**src/rtl/dup_regs.vh**
```
// constants for the dual uart pin signalling block
// assumes inclusion by bare name from the rtl modules
`ifndef DUP_REGS_VH
`define DUP_REGS_VH
// ------------------------------------------------------------
// data and fifo shape
// ------------------------------------------------------------
`define DUP_DATA_W        8
`define DUP_FIFO_DEPTH    16
`define DUP_FIFO_AW       4
// ------------------------------------------------------------
// serial timing
// ------------------------------------------------------------
`define DUP_CLK_MHZ       200
`define DUP_BAUD_DIV      16'd1736
`define DUP_BIT_CNT_W     16
// ------------------------------------------------------------
// reset values of control pins
// ------------------------------------------------------------
`define DUP_IDLE_LINE     1'b1
`define DUP_RST_OUT2      1'b0
`endif

```
**src/rtl/dup_fifo.v**
```verilog
// synchronous fifo with valid and ready on both sides
// assumes one clock and a synchronous active-high reset
`timescale 1ns/1ps
module dup_fifo #(
  parameter W  = 8,
  parameter D  = 16,
  parameter AW = 4
) (
  // clock and reset
  input  wire          clk,
  input  wire          rst,
  // fill side
  input  wire          in_valid,
  output wire          in_ready,
  input  wire [W-1:0]  in_data,
  // drain side
  output wire          out_valid,
  input  wire          out_ready,
  output wire [W-1:0]  out_data,
  // status
  output wire          empty,
  output wire          full
);
  reg [W-1:0]  mem [0:D-1];
  reg [AW-1:0] wr_ptr_ff;
  reg [AW-1:0] rd_ptr_ff;
  reg [AW:0]   cnt_ff;
  wire         do_wr;
  wire         do_rd;

  // handshake and status
  assign full      = (cnt_ff == D);
  assign empty     = (cnt_ff == {(AW+1){1'b0}});
  assign in_ready  = ~full;
  assign out_valid = ~empty;
  assign out_data  = mem[rd_ptr_ff];
  assign do_wr     = in_valid & in_ready;
  assign do_rd     = out_valid & out_ready;

  // storage
  always @(posedge clk) begin
    if (do_wr) begin
      mem[wr_ptr_ff] <= in_data;
    end
  end

  // pointers and count
  always @(posedge clk) begin
    if (rst) begin
      wr_ptr_ff <= {AW{1'b0}};
      rd_ptr_ff <= {AW{1'b0}};
      cnt_ff    <= {(AW+1){1'b0}};
    end else begin
      if (do_wr) begin
        wr_ptr_ff <= (wr_ptr_ff == D-1) ? {AW{1'b0}} : wr_ptr_ff + 1'b1;
      end
      if (do_rd) begin
        rd_ptr_ff <= (rd_ptr_ff == D-1) ? {AW{1'b0}} : rd_ptr_ff + 1'b1;
      end
      if (do_wr & ~do_rd) begin
        cnt_ff <= cnt_ff + 1'b1;
      end else if (do_rd & ~do_wr) begin
        cnt_ff <= cnt_ff - 1'b1;
      end
    end
  end
endmodule

```
**src/rtl/dup_sync.v**
```verilog
// two flip-flop synchroniser for a bus of level inputs
// assumes inputs arrive from outside the clock domain
`timescale 1ns/1ps
module dup_sync #(
  parameter W   = 1,
  parameter RST = 1'b1
) (
  // clock and reset
  input  wire         clk,
  input  wire         rst,
  // levels
  input  wire [W-1:0] d,
  output wire [W-1:0] q
);
  reg [W-1:0] meta_ff;
  reg [W-1:0] sync_ff;

  // first stage feeds only the second
  always @(posedge clk) begin
    if (rst) begin
      meta_ff <= {W{RST}};
      sync_ff <= {W{RST}};
    end else begin
      meta_ff <= d;
      sync_ff <= meta_ff;
    end
  end

  assign q = sync_ff;
endmodule

```
**src/rtl/dup_top.v**
```verilog
// pin signalling of a two-channel serial controller
// assumes one 200 MHz clock, pins pass two flops before use
// Function
// - strobe mode, out2 bit 1: drive channel B irq, general output low.
// - strobe mode, out2 bit 0: float channel B irq, general output high.
// - read/write-line mode: channel B irq pin held low always.
// - each channel gives active-low transmit-ready from its transmit buffer state.
// - each channel gives active-low receive-ready from its receive buffer state.
// - channel A serial data leaves on its transmit pin.
// - active-low request-to-send on channel A only, also usable as general output.
// - active-low clear-to-send on channel A only, also readable as general input.
// - active-low terminal-ready on channel A only, also usable as general output.
// - set-ready, carrier and ring inputs are general inputs only.
// - read/write-line mode: one shared active-low open-drain interrupt.
// - read/write-line mode: second select pin picks channel, low A, high B.
`timescale 1ns/1ps
`include "dup_regs.vh"
module dup_top #(
  parameter W        = `DUP_DATA_W,
  parameter DEPTH    = `DUP_FIFO_DEPTH,
  parameter AW       = `DUP_FIFO_AW,
  parameter BAUD_DIV = `DUP_BAUD_DIV
) (
  // clock and reset
  input  wire         clk,
  input  wire         rst,
  // bus mode and select
  input  wire         strobe_mode,
  input  wire         chan_b_select_n,
  // per-channel control bits from the host side
  input  wire [1:0]   out2_ctrl_bit,
  input  wire [1:0]   rts_ctrl,
  input  wire [1:0]   dtr_ctrl,
  input  wire [1:0]   irq_pending,
  // channel A transmit data from host
  input  wire         tx_valid,
  output wire         tx_ready,
  input  wire [W-1:0] tx_data,
  // channel A receive data to host
  output wire         rx_valid,
  input  wire         rx_ready,
  output wire [W-1:0] rx_data,
  // channel B buffer status from its own logic
  input  wire         chan_b_tx_room,
  input  wire         chan_b_rx_avail,
  // channel A serial and modem pins
  output wire         chan_a_serial_out,
  input  wire         chan_a_serial_in,
  output wire         chan_a_req_send_n,
  input  wire         chan_a_clear_send_n,
  output wire         chan_a_term_ready_n,
  input  wire         chan_a_set_ready_n,
  input  wire         chan_a_carrier_n,
  input  wire         chan_a_ring_n,
  // status pins
  output wire         chan_a_tx_ready_n,
  output wire         chan_a_rx_ready_n,
  output wire         chan_b_tx_ready_n,
  output wire         chan_b_rx_ready_n,
  // channel B interrupt and general output
  output wire         chan_b_irq_out,
  output wire         chan_b_irq_oe,
  output wire         chan_b_gp_out2_n,
  // shared open-drain interrupt for read/write-line mode
  output wire         dev_irq_out,
  output wire         dev_irq_oe,
  // channel routing and general inputs seen by the host
  output wire         chan_sel_b,
  output wire [3:0]   chan_a_gp_in
);
  localparam S_IDLE  = 2'd0;
  localparam S_START = 2'd1;
  localparam S_DATA  = 2'd2;
  localparam S_STOP  = 2'd3;

  // ------------------------------------------------------------
  // pin synchronisers
  // ------------------------------------------------------------
  wire [4:0] pin_q;
  wire       rxd_s;
  wire       cts_n_s;

  dup_sync #(.W(5), .RST(1'b1)) u_sync (
    .clk (clk),
    .rst (rst),
    .d   ({chan_a_serial_in, chan_a_clear_send_n, chan_a_set_ready_n,
           chan_a_carrier_n, chan_a_ring_n}),
    .q   (pin_q)
  );
  assign rxd_s   = pin_q[4];
  assign cts_n_s = pin_q[3];
  // modem inputs reported; clear-to-send also holds back the transmitter
  assign chan_a_gp_in = pin_q[3:0];

  // ------------------------------------------------------------
  // fifos
  // ------------------------------------------------------------
  wire         txf_valid;
  wire         txf_ready;
  wire [W-1:0] txf_data;
  wire         txf_full;
  wire         rxf_in_valid;
  wire         rxf_in_ready;
  wire         rxf_empty;
  reg  [W-1:0] rx_shift_ff;

  dup_fifo #(.W(W), .D(DEPTH), .AW(AW)) u_txf (
    .clk       (clk),
    .rst       (rst),
    .in_valid  (tx_valid),
    .in_ready  (tx_ready),
    .in_data   (tx_data),
    .out_valid (txf_valid),
    .out_ready (txf_ready),
    .out_data  (txf_data),
    .empty     (),
    .full      (txf_full)
  );

  dup_fifo #(.W(W), .D(DEPTH), .AW(AW)) u_rxf (
    .clk       (clk),
    .rst       (rst),
    .in_valid  (rxf_in_valid),
    .in_ready  (rxf_in_ready),
    .in_data   (rx_shift_ff),
    .out_valid (rx_valid),
    .out_ready (rx_ready),
    .out_data  (rx_data),
    .empty     (rxf_empty),
    .full      ()
  );

  // ------------------------------------------------------------
  // transmitter, 8N1, held back while clear-to-send is high
  // ------------------------------------------------------------
  reg [1:0]                  tx_st_ff;
  reg [`DUP_BIT_CNT_W-1:0]   tx_div_ff;
  reg [2:0]                  tx_bit_ff;
  reg [W-1:0]                tx_sh_ff;
  reg                        txd_ff;
  wire                       tx_tick;

  assign tx_tick   = (tx_div_ff == BAUD_DIV - 1'b1);
  assign txf_ready = (tx_st_ff == S_IDLE) & ~cts_n_s;

  // bit timing and shifting
  always @(posedge clk) begin
    if (rst) begin
      tx_st_ff  <= S_IDLE;
      tx_div_ff <= {`DUP_BIT_CNT_W{1'b0}};
      tx_bit_ff <= 3'h0;
      tx_sh_ff  <= {W{1'b0}};
      txd_ff    <= `DUP_IDLE_LINE;
    end else begin
      tx_div_ff <= (tx_st_ff == S_IDLE || tx_tick) ? {`DUP_BIT_CNT_W{1'b0}}
                                                   : tx_div_ff + 1'b1;
      case (tx_st_ff)
        S_IDLE: begin
          txd_ff <= `DUP_IDLE_LINE;
          if (txf_valid & txf_ready) begin
            tx_sh_ff <= txf_data;
            txd_ff   <= 1'b0; // start bit
            tx_st_ff <= S_START;
          end
        end
        S_START: begin
          if (tx_tick) begin
            txd_ff    <= tx_sh_ff[0];
            tx_sh_ff  <= tx_sh_ff >> 1;
            tx_bit_ff <= 3'h0;
            tx_st_ff  <= S_DATA;
          end
        end
        S_DATA: begin
          if (tx_tick) begin
            if (tx_bit_ff == 3'h7) begin
              txd_ff   <= 1'b1; // stop bit
              tx_st_ff <= S_STOP;
            end else begin
              txd_ff    <= tx_sh_ff[0];
              tx_sh_ff  <= tx_sh_ff >> 1;
              tx_bit_ff <= tx_bit_ff + 1'b1;
            end
          end
        end
        S_STOP: begin
          if (tx_tick) begin
            tx_st_ff <= S_IDLE;
          end
        end
        default: begin
          tx_st_ff <= S_IDLE;
        end
      endcase
    end
  end
  assign chan_a_serial_out = txd_ff;

  // ------------------------------------------------------------
  // receiver, idle line high, mid-bit sampling
  // ------------------------------------------------------------
  reg [1:0]                rx_st_ff;
  reg [`DUP_BIT_CNT_W-1:0] rx_div_ff;
  reg [2:0]                rx_bit_ff;
  reg                      rx_push_ff;
  wire                     rx_tick;
  wire                     rx_half;

  assign rx_tick      = (rx_div_ff == BAUD_DIV - 1'b1);
  assign rx_half      = (rx_div_ff == (BAUD_DIV >> 1));
  assign rxf_in_valid = rx_push_ff; // byte dropped when fifo full

  // low line while idle starts a frame
  always @(posedge clk) begin
    if (rst) begin
      rx_st_ff    <= S_IDLE;
      rx_div_ff   <= {`DUP_BIT_CNT_W{1'b0}};
      rx_bit_ff   <= 3'h0;
      rx_shift_ff <= {W{1'b0}};
      rx_push_ff  <= 1'b0;
    end else begin
      rx_push_ff <= 1'b0;
      rx_div_ff  <= (rx_st_ff == S_IDLE || rx_tick) ? {`DUP_BIT_CNT_W{1'b0}}
                                                    : rx_div_ff + 1'b1;
      case (rx_st_ff)
        S_IDLE: begin
          if (~rxd_s) begin
            rx_st_ff <= S_START;
          end
        end
        S_START: begin
          if (rx_half) begin
            rx_st_ff  <= rxd_s ? S_IDLE : S_DATA; // glitch rejected
            rx_div_ff <= {`DUP_BIT_CNT_W{1'b0}};
            rx_bit_ff <= 3'h0;
          end
        end
        S_DATA: begin
          if (rx_tick) begin
            rx_shift_ff <= {rxd_s, rx_shift_ff[W-1:1]};
            rx_bit_ff   <= rx_bit_ff + 1'b1;
            if (rx_bit_ff == 3'h7) begin
              rx_st_ff <= S_STOP;
            end
          end
        end
        S_STOP: begin
          if (rx_tick) begin
            rx_push_ff <= rxd_s & rxf_in_ready; // framing error drops byte
            rx_st_ff   <= S_IDLE;
          end
        end
        default: begin
          rx_st_ff <= S_IDLE;
        end
      endcase
    end
  end

  // ------------------------------------------------------------
  // status and modem outputs, registered
  // ------------------------------------------------------------
  reg [3:0] rdy_n_ff;
  reg [1:0] modem_n_ff;
  reg       irq_v_ff;
  reg       irq_oe_ff;
  reg       gp2_n_ff;
  reg       dev_oe_ff;
  reg       sel_b_ff;

  always @(posedge clk) begin
    if (rst) begin
      rdy_n_ff   <= 4'hf;
      modem_n_ff <= 2'h3;
      irq_v_ff   <= 1'b0;
      irq_oe_ff  <= 1'b0;
      gp2_n_ff   <= 1'b1;
      dev_oe_ff  <= 1'b0;
      sel_b_ff   <= 1'b0;
    end else begin
      rdy_n_ff[0] <= txf_full;
      rdy_n_ff[1] <= rxf_empty;
      rdy_n_ff[2] <= ~chan_b_tx_room;
      rdy_n_ff[3] <= ~chan_b_rx_avail;
      modem_n_ff  <= {~dtr_ctrl[0], ~rts_ctrl[0]};
      if (strobe_mode) begin
        irq_v_ff  <= irq_pending[1];
        irq_oe_ff <= out2_ctrl_bit[1];
        gp2_n_ff  <= ~out2_ctrl_bit[1];
        dev_oe_ff <= 1'b0;
        sel_b_ff  <= 1'b0;
      end else begin
        irq_v_ff  <= 1'b0;
        irq_oe_ff <= 1'b1;
        gp2_n_ff  <= 1'b1;
        dev_oe_ff <= |irq_pending;
        sel_b_ff  <= chan_b_select_n;
      end
    end
  end

  assign chan_a_tx_ready_n   = rdy_n_ff[0];
  assign chan_a_rx_ready_n   = rdy_n_ff[1];
  assign chan_b_tx_ready_n   = rdy_n_ff[2];
  assign chan_b_rx_ready_n   = rdy_n_ff[3];
  assign chan_a_req_send_n   = modem_n_ff[0];
  assign chan_a_term_ready_n = modem_n_ff[1];
  assign chan_b_irq_out      = irq_v_ff;
  assign chan_b_irq_oe       = irq_oe_ff;
  assign chan_b_gp_out2_n    = gp2_n_ff;
  assign dev_irq_out         = 1'b0; // open drain pulls low only
  assign dev_irq_oe          = dev_oe_ff;
  assign chan_sel_b          = sel_b_ff;
endmodule

```
**config.mk**
```make
export PLATFORM = sky130hd
export DESIGN_NAME = dup_top
export DESIGN_NICKNAME = d
export VERILOG_FILES = /design/src/rtl/dup_fifo.v /design/src/rtl/dup_sync.v /design/src/rtl/dup_top.v
export VERILOG_INCLUDE_DIRS = /design/src /design/src/rtl
export SDC_FILE = /design/constraint.sdc
export NUM_CORES = 1
export LEC_CHECK = 0
export ABC_AREA = 1
export BUFFER_PORTS_ARGS = -buffer_cell sky130_fd_sc_hd__buf_2
export CAP_MARGIN = 30
export CORE_MARGIN = 2
export CORE_UTILIZATION = 55
export DETAILED_ROUTE_END_ITERATION = 7
export PLACE_DENSITY = 0.77
export SYNTH_ARGS = -nofsm -noshare
export SYNTH_HDL_FRONTEND = slang
export SYNTH_SLANG_ARGS = --single-unit
```
**constraint.sdc**
```tcl
create_clock -name clk -period 3.55 [get_ports clk]
set_input_delay 0.71 -clock clk [delete_from_list [all_inputs] [get_ports clk]]
set_output_delay 0.71 -clock clk [all_outputs]
set_load 0.005 [all_outputs]
```
Word-level counts from Yosys, hierarchy flattened. Memory sizes are Yosys's and may differ from the RTL's. A register that Yosys moved wholly into a read port is not among the register bits. Cells that the tools add are included.

Logic and storage cells: 167. Memory bits (writable): 256. Output and inout bits: 27. Input bits: 29. Memories: 2. Flip-flop bits (word level): 107.

Equal/unequal tests: 28. Multiplexer cells: 50. Add/sub/neg operators: 12. Reduce and logical (&&, ||, !) cells: 23. Bitwise operators: 27.

Memory list: u_rxf.mem (words 16, width 8, rd ports 1, clocked after Yosys merged registers in 1, write ports 1, RTL line dup_fifo.v:24) `reg [W-1:0] mem [0:D-1];`; u_txf.mem (words 16, width 8, rd ports 1, clocked after Yosys merged registers in 1, write ports 1, RTL line dup_fifo.v:24).

Operators by type and width (count): $mux W16 (3); $add A16 B1 Y16 const B (2); $eq A16 B11 Y1 const B (2); $mux W4 (8); $mux W8 (4); $pmux W8 S3 (1); $mux W2 (11); $mux W5 (4); $ne A2 B2 Y1 const B (10); $not A1 Y1 (17); $add A4 B1 Y4 const B (4); $eq A16 B10 Y1 const B (1); $eq A4 B4 Y1 const B (4); $pmux W2 S4 (2); $mux W3 (5); $reduce_and A5 Y1 (3); $pmux W3 S2 (2); $add A5 B1 Y5 const B (2); $and A1 B1 Y1 (10); $eq A5 B5 Y1 const B (2); $logic_not A5 Y1 (2); $sub A5 B1 Y5 const B (2); $mux W1 (9); $eq A2 B2 Y1 const B (4); other kinds (14) (26).

Longest topological paths before layout.
Depth after elaboration: 7. Gate-level depth with buffers: 16. Gate-level depth less buffers: 16.

Cells and area by module. From an unflattened synthesis, not the netlist that was laid out.

Cells, all modules: 1714. Area, all modules: 16274.4 um2.

Modules (own cells, without submodules): dup_fifo (u_rxf) (area an instance 6352.3 um2, times used 1, cells each 625, sequential area each 4184.0 um2); dup_fifo (u_txf) (area an instance 6343.6 um2, times used 1, cells each 624, sequential area each 4184.0 um2); dup_top (area an instance 3299.4 um2, times used 1, cells each 434, sequential area each 1421.4 um2); dup_sync (area an instance 279.0 um2, times used 1, cells each 31, sequential area each 200.2 um2).

Worst setup path after synthesis. OpenSTA, ideal clock, no wires.

Path type: input to register. From: input tx_valid. To: register u_txf.cnt_ff[4]. Arrival time: 2.239 ns. Setup time: 0.113 ns. Required time: 3.437 ns. Slack: 1.199 ns. Stages: 12. Buffers on the path: 0. Cells stage by stage: nand2_1 -> clkinv_1 -> ha_1 -> inv_1 -> ha_1 -> a21o_1 -> a21oi_1 -> nor2_1 -> nor2_1 -> nand2_1 -> nor2_1 -> nor2_1.

Cells in the longest elaborated chain, start to end: 4. Elaborated cells on any way between the ends: 6. Those cells by class: 1 x mux; 4 x bitwise; 1 x reduce/logical.

RTL lines: start: declaration (RTL line dup_top.v:36) `input wire tx_valid,`; $and A1 B1 Y1 * (RTL line dup_fifo.v:37) `assign do_wr = in_valid & in_ready;`; net u_txf.do_wr (RTL line dup_fifo.v:28) `wire do_wr;`; $not A1 Y1 (RTL line dup_fifo.v:62) `end else if (do_rd & ~do_wr) begin`; $and A1 B1 Y1 (RTL line dup_fifo.v:62); $reduce_bool A2 Y1 (no source line); end signal: assignment (RTL line dup_fifo.v:52) `cnt_ff <= {(AW+1){1'b0}};`; end signal: assignment (RTL line dup_fifo.v:61) `cnt_ff <= cnt_ff + 1'b1;`; end signal: assignment (RTL line dup_fifo.v:63) `cnt_ff <= cnt_ff - 1'b1;`; end: declaration (RTL line dup_fifo.v:27) `reg [AW:0] cnt_ff;`.

The timed path passes the listed nets; every way through them passes the cells marked *. A chain may end at the register's enable or synchronous reset.

==> qor.yml <==
r2r_slack_ps: 830
reg2reg_from: "u_rxf.cnt_ff[0]$_SDFFE_PP0P_"
gp_congestion: 0.8250
vias_per_cell: 5.434
hold-path-endpoint: "modem_n_ff[0]$_SDFF_PP1_"
num-fill-cells: 2218
cts_made_buffers: 38
drc: 0
critical_path.max_fanout: 32
slew_violations: 0
arrival_ps: 2460
grt_pass1_wl_um: 52200
die-area_um2: 30320
grt_max_degree: 91
final_common_cell: "nand2_1"
setup-tns-final_ps: 0
post-dp-hpwl_um: 20020
holdWs_ps: 343.1
async_flop_share_pct: 0
dp_cells: 1899
h-tree-depth: 2
postCtsResizedCells: 0
core-area_um2: 28630
setup_viol: 0
io_pins: 56
synth.cell_area_um2: 15920
drive_above_1_share_pct: 11.80
wire_per_inst_um: 16.18
fp.dieH_um: 174.1
ys_types: 50
final_util_pct: 61.55
track_usage_pct: 21.29
crit_type: "flip-flop to primary output"
insertion_delay_ps: 530
startpoint_type: "flip-flop"
syn-num-nets: 1576
leakagePower_nw: 6.480
post-route-min-period_ps: 3171
final_cell_count_no_fill: 1969
status: "finished clean"
cts_buffer_depth: 3
clk_pin_slew_ps: 60
netlist_instances: 1515
num_antenna_cells: 0
yosys_warnings: 0
overflow: 0
ant_nets: 0
grt_pass1_vias: 10358
worst_hold_startpoint: "rts_ctrl[0]"
multi_input_area_um2: 4959
drt-total-wl_um: 31860
finalHoldViolCount: 0
synth-edff-count: 256
holdPathStages: 2
cts_tree: "done"
cts_hold_buffers: 0
worstRegToRegCells: 14
avgSynthCellArea_um2: 10.51
ir_worst_vdd_v: 0.0004883
first_iter_violations: 895
nNetsFinal: 1616
synth_seq_cells: 371
period_share_pct: 89.33
r2r-end: "u_rxf.cnt_ff[4]$_SDFFE_PP0P_"
cts_root_buf: "clkbuf_16"
cpPeakStageDelay_ps: 770
dr.pass1.iters: 6
slew_headroom_pct: 28.34
worst_ep_required_time_ps: 2840
hold_class: "primary input to flip-flop"
area_growth_pct: 10.66
max_freq_mhz: 315.3
numClockSinks: 371
synth_ff_type: "edfxtp_1"
fin_skew_ps: 21.88
grt_antenna_before_repair: 0
io_buffers: 51
rows: 62
final_cell_mix: "268 x nand2_1, 256 x edfxtp_1, 159 x inv_1, 136 x nor2_1, 113 x dfxtp_1"
seqCellArea_um2: 9995
crit_chain: "inv_1, o21ai_0, o211ai_1, nand2_1, buf_2"
tightest_slew_ps: 1074
endpoint_kind: "primary output"
start_util_pct: 55.62
chipWidth_um: 174.1
postCtsSetupBuffers: 0
maxCapViolations: 0
vias: 10700
grt_setup_unrepaired: "no"
seq_area_frac_synth_pct: 62.75
cpMaxStageDelayCell: "inv_1"
power.density_nw_per_um2: 616.7
-- per-layer routing --
layer  GRT usage (%)  part of all wire (%)  vias to the layer above
met1           28.34                    43                     5114
li1                -                     -                     5232
met4           6.653                   2.5                        0
met2           36.19                    49                      300
met5               0                     0                        -
met3           3.237                   5.9                       54
-- Yosys cell counts (23+ instances only) --
cell | instances | area (µm²)
nand2_1 | 268 | 1006
edfxtp_1 | 256 | 7687
inv_1 | 159 | 596.8
nor2_1 | 136 | 510.5
dfxtp_1 | 115 | 2302
nand3_1 | 107 | 535.5
o21ai_0 | 80 | 400.4
a21oi_1 | 75 | 375.4
o211ai_1 | 57 | 427.9
mux2i_1 | 32 | 320.3
ha_1 | 30 | 375.4
clkbuf_1 | 23 | 86.33
-- area by class of cell --
| cell class | instances | area share, % |
|---|---|---|
| flip-flops and latches | 371 | 56.73 |
| inverters | 171 | 3.650 |
| clock buffers | 60 | 6.385 |
| multi-input cells | 912 | 28.14 |
| repair buffers | 61 | 1.946 |
| clock inverters | 10 | 0.4190 |
| well taps | 384 | 2.727 |
-- kinds of logic (layout without fill, tap and decap cells) --
kind of cell / Yosys count / after routing / share of synthesized area (%)
other: 1 / 1 / 0.02355
xor gates and xnor gates: 13 / 13 / 0.7152
buffers and inverters: 232 / 302 / 6.106
adders and majority gates: 32 / 32 / 2.609
muxes: 32 / 32 / 2.012
and+or+nand+nor: 600 / 600 / 17.24
AOI/OAI and AO/OA: 234 / 234 / 8.543
DFF: 371 / 371 / 62.75
-- how the worst max path moves through the flow --
stage / startpoint / cells after the start / end / slack, ps
6_report: flip-flop / 5 / rx_data[1] / 380
2_1_floorplan: tx_valid / 12 / u_txf.cnt_ff[4]$_SDFFE_PP0P_ / 1200
3_5_place_dp: tx_valid / 13 / u_txf.cnt_ff[4]$_SDFFE_PP0P_ / 860
4_1_cts: flip-flop / 5 / rx_data[1] / 370
5_1_grt: flip-flop / 7 / rx_data[1] / 290
3_3_place_gp: tx_valid / 13 / u_txf.cnt_ff[4]$_SDFFE_PP0P_ / 880
-- report_power, final --
group          leakage [nW]  switching, mW  internal, mW
Sequential             2.98          0.199          4.80
Clock                 0.588           1.58          2.19
Combinational          2.92           1.34         0.751
Total                  6.48           3.12          7.74
-- registers in the layout, indices dropped and copies added, names as in the netlist, 2 cells and up, named ones only --
| signal | count |
|---|---|
| u_rxf.mem | 128 |
| rx_shift_ff | 8 |
| u_rxf.cnt_ff | 5 |
| modem_n_ff | 2 |
| u_txf.rd_ptr_ff | 4 |
| u_sync.q | 5 |
| u_txf.wr_ptr_ff | 4 |
| u_rxf.wr_ptr_ff | 4 |
| rx_bit_ff | 3 |
| u_sync.meta_ff | 5 |
| rdy_n_ff | 4 |
| tx_sh_ff | 8 |
| tx_bit_ff | 3 |
| tx_div_ff | 16 |
| u_txf.cnt_ff | 5 |
| rx_div_ff | 16 |
| u_txf.mem | 128 |
| tx_st_ff | 2 |
| u_rxf.rd_ptr_ff | 4 |
-- stage by stage --
step | area [µm²] | power, mW | setup slack, ps
floorplan | 15920 | 6.656 | 1199
global placement | 16420 | 7.090 | 882.7
detailed placement | 16420 | 7.161 | 857.1
CTS | 17620 | 10.93 | 374.3
global route | 17620 | 11.39 | 285.7
finish | 17620 | 10.87 | 378.7
-- worst max-delay path: cells and delay by family, from the launching register on --
kind	cells	cell delay (ps)
compound gates	2	610
buf+inv	2	900
flops	1	320
simple gates	1	80
No activity file was read; power rests on OpenSTA's default activity.
